**config.mk**
```make
export PLATFORM = sky130hd
export DESIGN_NAME = can_tx_history_timestamp
export DESIGN_NICKNAME = d
export VERILOG_FILES = /design/src/can_tx_hist_pkg.sv /design/src/can_tx_history_timestamp.sv /design/src/stamp_toggle.sv
export VERILOG_INCLUDE_DIRS = /design/src /design/src/src
export SDC_FILE = /design/constraint.sdc
export NUM_CORES = 2
export LEC_CHECK = 0
export BUFFER_PORTS_ARGS = -buffer_cell sky130_fd_sc_hd__buf_4
export CORE_MARGIN = 2
export CORE_UTILIZATION = 50
export DETAILED_ROUTE_END_ITERATION = 16
export PLACE_DENSITY = 0.78
export SKIP_CTS_REPAIR_TIMING = 1
export SYNTH_ARGS = -nofsm -noshare
export SYNTH_HDL_FRONTEND = slang
export SYNTH_SLANG_ARGS = --single-unit
```
**constraint.sdc**
```tcl
create_clock -name clk_i -period 3 [get_ports clk_i]
set_input_delay 0.15 -clock clk_i [delete_from_list [all_inputs] [get_ports clk_i]]
set_output_delay 0.15 -clock clk_i [all_outputs]
set_load 0.05 [all_outputs]
```
**src/can_tx_hist_defines.svh**
```systemverilog
`ifndef CAN_TX_HIST_DEFINES_SVH
`define CAN_TX_HIST_DEFINES_SVH

// Register indices; byte address is four times the index
`define HIST_READ_IDX   16'hFF62
`define LAST_OUT_IDX    16'hFF68
`define TS_IDX          16'hFF8A
`define IDX_TO_ADDR(i)  {(i), 2'b00}

// Own register map
`define IRQ_STAT_ADDR   18'h00800
`define IRQ_MASK_ADDR   18'h00804
`define BYTE_REGION     9'h000
`define PAIR_REGION     10'h004

// History list geometry
`define HIST_DEPTH      3'h7
`define HIST_LAST_IDX   3'h6
`define HIST_OVF_FILL   3'h6
`define BLOCK_LAST_BUF  4'h7

// Field positions
`define HIST_OVF_BIT    0
`define HIST_PM_BIT     1
`define TS_EN_BIT       0
`define TS_SEL_BIT      1
`define TS_LOCK_BIT     2
`define TS_SET_SHIFT    8
`define IRQ_TX_BIT      0
`define IRQ_OVF_BIT     1
`define IRQ_LOCK_BIT    2

// Reset values
`define TS_RESET        3'h0
`define IRQ_RESET       3'h0

`endif

```
**src/can_tx_hist_pkg.sv**
```systemverilog
package can_tx_hist_pkg;
    typedef logic [3:0]  buf_num_t;
    typedef logic [2:0]  hist_idx_t;
    typedef logic [7:0]  data_byte_t;
    typedef logic [17:0] apb_addr_t;
    typedef logic [31:0] apb_data_t;
    typedef logic [2:0]  irq_vec_t;
endpackage

```
**src/can_tx_history_timestamp.sv**
```systemverilog
// Function
// - History read returns list element at read pointer in the upper byte.
// - Pointer-match reads 0 while unread entries remain, else 1.
// - Without overflow, every recorded transmission is appended to a free element; on a full list it overwrites element before write pointer.
// - Overflow sets at seven entries; later numbers overwrite element before write pointer.
// - In overflow a transmission keeps pointer-match; reading all entries still sets it.
// - With auto block transmit, buffers 0 to 7 are not recorded.
// - Writing 1 to bit 0 of history register clears overflow.
// - Stamp control bits use set/clear pairs at 10..8 and 2..0.
// - Stamp enable lets the output toggle on each capture event.
// - Event select: 0 start of frame, 1 last bit of end of frame.
// - Lock freezes the output after a good data frame into buffer 0.
// - A taken lock clears the stamp enable bit.
// - The toggle output is a port towards a timer.
// - Eight data bytes per buffer, also reachable as four 16-bit pairs.
// - Last-out register shows the most recently transmitting buffer.
// - History register low byte resets to match 1, overflow 0.
//
// Register access over APB is this design's own decision.
`timescale 1ns/1ps
`include "can_tx_hist_defines.svh"
module can_tx_history_timestamp (
    // Clock and reset
    input  wire logic                       clk_i,
    input  wire logic                       rstn_i,
    // APB slave
    input  wire logic                       psel_i,
    input  wire logic                       penable_i,
    input  wire logic                       pwrite_i,
    input  wire can_tx_hist_pkg::apb_addr_t paddr_i,
    input  wire can_tx_hist_pkg::apb_data_t pwdata_i,
    input  wire logic [3:0]                 pstrb_i,
    output can_tx_hist_pkg::apb_data_t      prdata_o,
    output logic                            pready_o,
    output logic                            pslverr_o,
    // Protocol engine events
    input  wire logic                       tx_done_i,
    input  wire can_tx_hist_pkg::buf_num_t  tx_buf_i,
    input  wire logic                       auto_block_transmit_i,
    input  wire logic                       sof_i,
    input  wire logic                       eof_last_i,
    input  wire logic                       rx_buf0_ok_i,
    // Outputs
    output logic                            stamp_toggle_out_o,
    output logic                            irq_o
);
    import can_tx_hist_pkg::*;

    function automatic hist_idx_t idx_next(input hist_idx_t p);
        idx_next = (p == `HIST_LAST_IDX) ? 3'h0 : p + 3'h1;
    endfunction

    function automatic hist_idx_t idx_prev(input hist_idx_t p);
        idx_prev = (p == 3'h0) ? `HIST_LAST_IDX : p - 3'h1;
    endfunction

    function automatic logic set_clear(input logic cur, input logic s, input logic c);
        set_clear = (s && !c) ? 1'b1 : ((!s && c) ? 1'b0 : cur);
    endfunction

    // Bus decode
    logic       access;
    logic       done;
    logic       wr_fire;
    logic       rd_fire;
    logic       hist_hit;
    logic       lout_hit;
    logic       ts_hit;
    logic       stat_hit;
    logic       mask_hit;
    logic       byte_hit;
    logic       pair_hit;
    logic       mapped;
    logic [6:0] byte_idx;
    logic [6:0] pair_idx;

    assign access   = psel_i && penable_i;
    assign done     = access && pready_o;
    assign wr_fire  = done && pwrite_i;
    assign rd_fire  = done && !pwrite_i;
    assign hist_hit = paddr_i == `IDX_TO_ADDR(`HIST_READ_IDX);
    assign lout_hit = paddr_i == `IDX_TO_ADDR(`LAST_OUT_IDX);
    assign ts_hit   = paddr_i == `IDX_TO_ADDR(`TS_IDX);
    assign stat_hit = paddr_i == `IRQ_STAT_ADDR;
    assign mask_hit = paddr_i == `IRQ_MASK_ADDR;
    assign byte_hit = (paddr_i[17:9] == `BYTE_REGION) && (paddr_i[1:0] == 2'h0);
    assign pair_hit = (paddr_i[17:8] == `PAIR_REGION) && (paddr_i[1:0] == 2'h0);
    assign mapped   = hist_hit || lout_hit || ts_hit || stat_hit || mask_hit || byte_hit || pair_hit;
    assign byte_idx = paddr_i[8:2];
    assign pair_idx = {paddr_i[7:4], paddr_i[3:2], 1'b0};

    // History list state
    buf_num_t  hist [7];
    hist_idx_t rd_ptr;
    hist_idx_t wr_ptr;
    logic [2:0] count;
    logic       ovf;
    buf_num_t   last_out;
    logic       ptr_match;
    logic       hist_store;
    logic       hist_pop;
    logic       ovf_set;
    logic       ovf_clr;
    hist_idx_t  store_idx;
    logic       full;
    logic       room;

    assign ptr_match  = count == 3'h0;
    assign full       = count == `HIST_DEPTH;
    // In-order slot only without overflow and with space; a full list
    // after a bare overflow clear must not wrap the count
    assign room       = !ovf && !(full && !hist_pop);
    assign hist_store = tx_done_i && !(auto_block_transmit_i && tx_buf_i <= `BLOCK_LAST_BUF);
    // Pop follows the match flag the reader was shown, so an entry stored
    // between data capture and completion is not lost
    assign hist_pop   = rd_fire && hist_hit && !prdata_o[`HIST_PM_BIT];
    assign ovf_set    = hist_store && !ovf && !hist_pop && (count == `HIST_OVF_FILL || full);
    assign ovf_clr    = wr_fire && hist_hit && pwdata_i[`HIST_OVF_BIT];
    assign store_idx  = room ? wr_ptr : idx_prev(wr_ptr);

    always_ff @(posedge clk_i) begin
        if (hist_store) begin
            hist[store_idx] <= tx_buf_i;
        end
    end

    // Overflow stores leave pointer and count alone, so match stays as it was
    always_ff @(posedge clk_i or negedge rstn_i) begin
        if (!rstn_i) begin
            wr_ptr <= 3'h0;
            rd_ptr <= 3'h0;
            count  <= 3'h0;
        end else begin
            if (hist_store && room) begin
                wr_ptr <= idx_next(wr_ptr);
            end
            if (hist_pop) begin
                rd_ptr <= idx_next(rd_ptr);
            end
            count <= count + {2'h0, hist_store && room} - {2'h0, hist_pop};
        end
    end

    // Set wins over a clear in the same cycle
    always_ff @(posedge clk_i or negedge rstn_i) begin
        if (!rstn_i) begin
            ovf <= 1'b0;
        end else if (ovf_set) begin
            ovf <= 1'b1;
        end else if (ovf_clr) begin
            ovf <= 1'b0;
        end
    end

    always_ff @(posedge clk_i or negedge rstn_i) begin
        if (!rstn_i) begin
            last_out <= 4'h0;
        end else if (tx_done_i) begin
            last_out <= tx_buf_i;
        end
    end

    // Time stamp control
    logic [2:0] ts_ctrl;
    logic [2:0] next_ts_ctrl;
    logic       lock_hit;

    assign lock_hit = ts_ctrl[`TS_LOCK_BIT] && rx_buf0_ok_i;

    genvar g;
    generate
        for (g = 0; g < 3; g++) begin : g_ts
            logic written;
            assign written = (wr_fire && ts_hit)
                           ? set_clear(ts_ctrl[g], pwdata_i[g + `TS_SET_SHIFT], pwdata_i[g])
                           : ts_ctrl[g];
            // Hardware clear of enable wins over a simultaneous software set
            assign next_ts_ctrl[g] = (g == `TS_EN_BIT && lock_hit) ? 1'b0 : written;
        end
    endgenerate

    always_ff @(posedge clk_i or negedge rstn_i) begin
        if (!rstn_i) begin
            ts_ctrl <= `TS_RESET;
        end else begin
            ts_ctrl <= next_ts_ctrl;
        end
    end

    stamp_toggle u_stamp_toggle (
        .clk_i      (clk_i),
        .rstn_i     (rstn_i),
        .enable_i   (ts_ctrl[`TS_EN_BIT]),
        .select_i   (ts_ctrl[`TS_SEL_BIT]),
        .freeze_i   (lock_hit),
        .sof_i      (sof_i),
        .eof_last_i (eof_last_i),
        .toggle_o   (stamp_toggle_out_o)
    );

    // Message data bytes, no reset by design
    data_byte_t msg [128];

    always_ff @(posedge clk_i) begin
        if (wr_fire && byte_hit && pstrb_i[0]) begin
            msg[byte_idx] <= pwdata_i[7:0];
        end
        if (wr_fire && pair_hit && pstrb_i[0]) begin
            msg[pair_idx] <= pwdata_i[7:0];
        end
        if (wr_fire && pair_hit && pstrb_i[1]) begin
            msg[pair_idx + 7'h1] <= pwdata_i[15:8];
        end
    end

    // Interrupts: history entry, overflow, lock taken
    irq_vec_t irq_stat;
    irq_vec_t irq_mask;
    irq_vec_t irq_evt;
    irq_vec_t irq_w1c;

    assign irq_evt = {lock_hit, ovf_set, hist_store};
    assign irq_w1c = (wr_fire && stat_hit) ? pwdata_i[2:0] : 3'h0;

    always_ff @(posedge clk_i or negedge rstn_i) begin
        if (!rstn_i) begin
            irq_stat <= `IRQ_RESET;
            irq_mask <= `IRQ_RESET;
            irq_o    <= 1'b0;
        end else begin
            irq_stat <= irq_evt | (irq_stat & ~irq_w1c);
            if (wr_fire && mask_hit) begin
                irq_mask <= pwdata_i[2:0];
            end
            irq_o <= |(irq_stat & irq_mask);
        end
    end

    // Read mux
    apb_data_t rd_word;
    apb_data_t hist_word;

    assign hist_word = {16'h0, 4'h0, hist[rd_ptr], 6'h0, ptr_match, ovf};
    assign rd_word   = hist_hit ? hist_word
                     : lout_hit ? {28'h0, last_out}
                     : ts_hit   ? {29'h0, ts_ctrl}
                     : stat_hit ? {29'h0, irq_stat}
                     : mask_hit ? {29'h0, irq_mask}
                     : byte_hit ? {24'h0, msg[byte_idx]}
                     : pair_hit ? {16'h0, msg[pair_idx + 7'h1], msg[pair_idx]}
                     : 32'h0;

    // One wait state; read data captured while the request is held
    always_ff @(posedge clk_i or negedge rstn_i) begin
        if (!rstn_i) begin
            pready_o  <= 1'b0;
            pslverr_o <= 1'b0;
            prdata_o  <= 32'h0;
        end else begin
            pready_o  <= access && !pready_o;
            pslverr_o <= access && !pready_o && !mapped;
            if (access && !pready_o && !pwrite_i) begin
                prdata_o <= rd_word;
            end
        end
    end
endmodule // can_tx_history_timestamp

```
**src/stamp_toggle.sv**
```systemverilog
`timescale 1ns/1ps
module stamp_toggle (
    // Clock and reset
    input  wire logic clk_i,
    input  wire logic rstn_i,
    // Control
    input  wire logic enable_i,
    input  wire logic select_i,
    input  wire logic freeze_i,
    // Capture events
    input  wire logic sof_i,
    input  wire logic eof_last_i,
    // Toggle output
    output logic      toggle_o
);
    logic capture;

    assign capture = select_i ? eof_last_i : sof_i;

    // Freeze keeps the level seen at the moment of the lock
    always_ff @(posedge clk_i or negedge rstn_i) begin
        if (!rstn_i) begin
            toggle_o <= 1'b0;
        end else if (enable_i && capture && !freeze_i) begin
            toggle_o <= ~toggle_o;
        end
    end
endmodule // stamp_toggle

```
=== Word-level counts from Yosys, hierarchy flattened ===
Memories as Yosys holds them, arrays and structs flattened.
Index checks and enable logic that the tools add are counted.

* Equality and inequality tests: 10
* Bitwise operators: 5
* Reduce and logical (&&, ||, !) cells: 74
* Mux-type cells: 34
* $lt $le $gt $ge: 1
* Add/subtract/negate cells: 6

{| class="wikitable"
|+ Operator list
! operator !! count
|-
| $mux 16 || 7
|-
| $eq 18x18->1 const B || 3
|-
| $logic_and 1x1->1 || 38
|-
| $eq 18x12->1 const B || 2
|-
| $mux 1 || 20
|-
| $logic_not 1->1 || 15
|-
| $mux 3 || 5
|-
| $eq 3x3->1 const B || 4
|-
| $eq 10x3->1 const B || 1
|-
| $logic_not 9->1 || 1
|-
| $mux 8 || 1
|-
| $reduce_bool 2->1 || 4
|-
| $reduce_or 8->1 || 1
|-
| $add 7x1->7 const B || 1
|-
| $logic_or 1x1->1 || 7
|-
| $mux 7 || 1
|-
| $add 3x1->3 const B || 2
|-
| $and 3x3->3 || 2
|-
| $logic_not 3->1 || 2
|-
| $reduce_and 2->1 || 3
|-
| $le 4x3->1 const B || 1
|-
| $add 3x1->3 || 1
|-
| $not 3->3 || 1
|-
| $or 3x3->3 || 1
|-
| 6 further kinds || 6
|}

* Memory bits (writable): 1,052
* Input port bits: 68
* Register bits after elaboration: 59
* Logic and storage cells: 147
* Output and inout bits: 36
* Memories kept: 2

{| class="wikitable"
|+ Memories
! memory !! words !! width !! rd ports !! clocked after memory_dff !! write ports !! RTL line !! text
|-
| msg || 128 || 8 || 3 || 0 || 2 || can_tx_history_timestamp.sv:202 || <nowiki>data_byte_t msg [128];</nowiki>
|-
| hist || 7 || 4 || 1 || 0 || 1 || can_tx_history_timestamp.sv:93 || <nowiki>buf_num_t hist [7];</nowiki>
|}

=== Logic depth before layout (Yosys ltp) ===
* Depth in word-level cells: 12
* Depth in mapped cells: 15
* Gate-level depth less buffers: 13

=== Cells and area by module ===
Synthesis repeated with hierarchy kept, for this count alone.

* Cell total of the unflattened synthesis: 3,464
* Area total of the unflattened synthesis: 58,597.4 µm²

{| class="wikitable"
|+ Modules (own cells, without submodules)
! module !! times used !! cells each !! seq. area each (µm²) !! area an instance (µm²)
|-
| can_tx_history_timestamp || 1 || 3,460 || 32,641.3 || 58,541.1
|-
| stamp_toggle || 1 || 4 || 25.0 || 56.3
|}

=== Worst setup path after synthesis ===
No wires, ideal clock.

* Path type: reg2reg
* Start point: register pready_o
* End point: memory msg[49][0] (netlist bit), enable pin
* Library setup time: 0.374 ns
* Buffers on the path: 3
* Setup slack: -0.318 ns
* Data required time: 2.626 ns
* Period minus slack after synthesis: 3.318 ns
* Arrival time: 2.944 ns
* Stages on the path, launching flop included: 11
* Cell sequence: dfrtp_1 > and4_1 > clkbuf_1 > and2_1 > and3_1 > clkbuf_1 > buf_2 > nand2_1 > a211oi_1 > nand2_1 > o21ai_1

{| class="wikitable"
|+ RTL lines
! element !! RTL line !! text
|-
| from (decl) || can_tx_history_timestamp.sv:34 || <nowiki>output logic pready_o,</nowiki>
|-
| from (signal assigned) || can_tx_history_timestamp.sv:260 || <nowiki>pready_o <= access && !pready_o;</nowiki>
|-
| to (decl) || can_tx_history_timestamp.sv:202 ||
|}

==> impl_metrics.json <==
{
  "ff2ff_path_depth": 9,
  "clk_latency_ns": 0.74,
  "final_hold_viol_count": 19,
  "synth_area_leaders": "edfxtp_1 (54%), mux4_2 (21%), mux2_1 (8.1%)",
  "required_ns": 3.35,
  "finalSetupViolCount": 0,
  "synth_seq_cells": 1095,
  "max_stage_delay_ns": 0.66,
  "clkSlewWorstSetupHoldPaths_ns": 0.06,
  "syn_to_final_growth_pct": 18.70,
  "critPathSlowestCell": "nor2_1",
  "holdPathStages": 2,
  "antenna_found_initial": 18,
  "power_frac_seq_pct": 48.4,
  "max_slew_margin_pct": 29.11,
  "grt_usage_pct": 33.47,
  "powerDensity_nw_per_um2": 507.3,
  "final_cells": 5550,
  "worst-setup-path-type": "flop to flop",
  "netlist.area_leader.share_pct": 54.18,
  "fp.coreArea_um2": 115900,
  "p_clk_share_pct": 40.0,
  "p_sw_mw": 8.661,
  "cts_root_buffer": "clkbuf_16",
  "fmax_ghz": 0.3452,
  "violations": "negative hold slack",
  "first_pass_iters": 8,
  "timing.hold.ws_ns": -0.01904,
  "cp_max_fo": 9,
  "critPathBufInv": 2,
  "avgSynthCellArea_um2": 16.98,
  "max-vdd-ir-drop_mv": 0.4464,
  "endpoint_kind": "flop",
  "syn_inst": 3435,
  "drcViolationCount": 0,
  "synth_edf_count": 1052,
  "max_cap_violations": 0,
  "rsz0062_at_grt": "false",
  "synthDistinctLibCells": 79,
  "crit_family": "simple AND/OR/NAND/NOR gates",
  "drt_iter0_markers": 6909,
  "final_common_cell": "edfxtp_1",
  "cts_max_level": 3,
  "drv_slew": 0,
  "drive_gt1_share_pct": 39.27,
  "hp-class": "primary input to flop",
  "die_h_um": 345.5,
  "power.internal_mw": 26.45,
  "vias": 39530,
  "min_to": "msg[64][5]",
  "ys_warn_count": 0,
  "r2r-start": "pready_o",
  "worstHoldStart": "pwdata_i[5]",
  "first_global_vias": 38120,
  "place.gp.congestion": 1.063,
  "synthArstFlopShare_pct": 3.927,
  "yosys_most_used_dff": "edfxtp_1",
  "syn-cell-area_um2": 58310,
  "die_w_um": 345.5,
  "total_power_mw": 35.12,
  "pwr-share-comb_pct": 11.6,
  "die_area_um2": 119400,
  "cts_max_path_buffers": 3,
  "worst_setup_path_start_kind": "flop",
  "tritoncts": "built",
  "layout_common_cells": "edfxtp_1 (1,052), buf_4 (568), mux4_2 (551)",
  "grt_first_pass_wirelength_um": 284800,
  "rrSetupSlack_ns": 0.10,
  "leakagePower_nw": 23.32,
  "path_cells": "and4_1 -> and2_1 -> and3_1 -> buf_4 -> nor3_1 -> a21oi_1 -> nand2b_1 -> buf_12 -> nor2_1",
  "cts_buffers": 111,
  "wl_per_cell_um": 36.20,
  "setup-tns-final_ns": 0,
  "cts.sinks": 1095,
  "yosysTopAreaCell": "edfxtp_1",
  "nNetsFinal": 4001,
  "dp_cells": 5318,
  "drt_wl_total_um": 200900,
  "worstReg2RegEnd": "msg[106][1]",
  "p_sw_share_pct": 24.67,
  "vias_per_cell": 7.123,
  "worst_pin_slew_ns": 1.063,
  "grt_max_degree": 129,
  "row_count": 125,
  "io_pins": 104,
  "final.period_utilization_pct": 96.56,
  "ant_nets": 0,
  "seq_area_frac_synth_pct": 56.02,
  "start_util_pct": 50.31,
  "hpwl_um": 138800,
  "gr-total-overflow": 0,
  "portBuffers": 69,
  "min_period_ns": 2.897,
  "finClkSkew_ns": 0.03825,
  "worstPathArrival_ns": 3.25,
  "status": "finished, violations left"
}
## through the flow
stage	instance area, um2	util [%]	worst slack [ns]
global placement	65430	56.46	-0.2077
floorplan	58570	-	-0.1153
global route	69190	59.70	0.02658
detailed placement	65430	56.46	-0.1761
finish	69210	59.72	0.1033
CTS	69020	59.55	-0.06534
## logic make-up (layout without fill, tap and decap cells)
group,count (synthesis),count (layout),synth area share (%)
multiplexers,1170,1170,33.06
flip-flops,1095,1095,56.02
AO/OA/AOI/OAI,348,348,3.948
buffers and inverters,358,924,3.043
AND/OR/NAND/NOR,450,450,3.648
other,1,26,0.006431
XOR/XNOR,3,3,0.04507
adder cells (fa/ha/maj),10,10,0.2275
## worst max path at each step
stage / startpoint / to / slack, ns / cells after the start
6_report: pready_o / msg[106][1] / 0.10 / 9
3_3_place_gp: paddr_i[9] / msg[10][4] / -0.21 / 10
2_1_floorplan: pready_o / msg[17][0] / -0.12 / 10
4_1_cts: pready_o / msg[10][2] / -0.07 / 9
5_1_grt: pready_o / msg[106][1] / 0.03 / 9
3_5_place_dp: paddr_i[9] / msg[10][7] / -0.18 / 10
## state kept, by name (all words and copies together) (netlist names)
name / cells
wr_ptr: 3
ovf: 1
msg: 1024
count: 3
prdata_o: 16
pready_o: 1
irq_stat: 3
rd_ptr: 3
hist: 28
irq_o: 1
irq_mask: 3
pslverr_o: 1
ts_ctrl: 3
last_out: 4
u_stamp_toggle.toggle_o: 1
## metal layers
layer | share of wire, % | GRT usage, %
met2 | 44 | 49.27
met1 | 34 | 44.58
met3 | 15 | 10.93
met4 | 6.6 | 17.47
met5 | 0.046 | 0
## power groups by stage
stage / clock network [mW] / logic, mW / registers [mW]
after global placement: 0 / 3.83 / 17.3
final: 14.0 / 4.08 / 17.0
after detailed placement: 0 / 3.91 / 17.3
after global routing: 14.6 / 4.21 / 17.0
after CTS: 14.1 / 3.94 / 17.0
after floorplan: 0 / 2.31 / 17.3
## final cells by class
| class | count | area, um2 |
|---|---|---|
| Fill cell | 8273 | 46680 |
| Sequential cell | 1095 | 32670 |
| Multi-Input combinational cell | 1997 | 24220 |
| Timing Repair Buffer | 701 | 6741 |
| Clock buffer | 134 | 2949 |
| Tap cell | 1524 | 1907 |
| Clock inverter | 72 | 639.4 |
| Inverter | 17 | 63.81 |
| Antenna cell | 10 | 25.02 |
## cells in the mapped netlist (4+ instances only)
cell type / n
clkbuf_1: 155
nand3b_1: 7
nand2b_1: 14
mux2_1: 422
nand2_1: 134
buf_2: 77
buf_6: 10
mux2i_1: 81
a211oi_1: 9
edfxtp_1: 1052
mux4_2: 551
o211ai_1: 13
ha_1: 9
o21ai_0: 68
a32oi_1: 9
o22ai_1: 19
dfrtp_1: 43
nand4_1: 20
a21oi_1: 43
a311oi_1: 4
o221ai_1: 5
a31oi_1: 12
buf_4: 69
a2111oi_0: 7
a22o_1: 10
buf_1: 30
nor4_1: 9
a21o_1: 5
nor2b_1: 10
o2111ai_1: 10
a221oi_1: 13
nor3_1: 20
and2_1: 10
nor2_1: 137
a22oi_1: 51
o21ai_1: 43
and3_1: 4
inv_1: 15
mux2_2: 116
nand3_1: 52
Power figures use the tool's default switching activity.
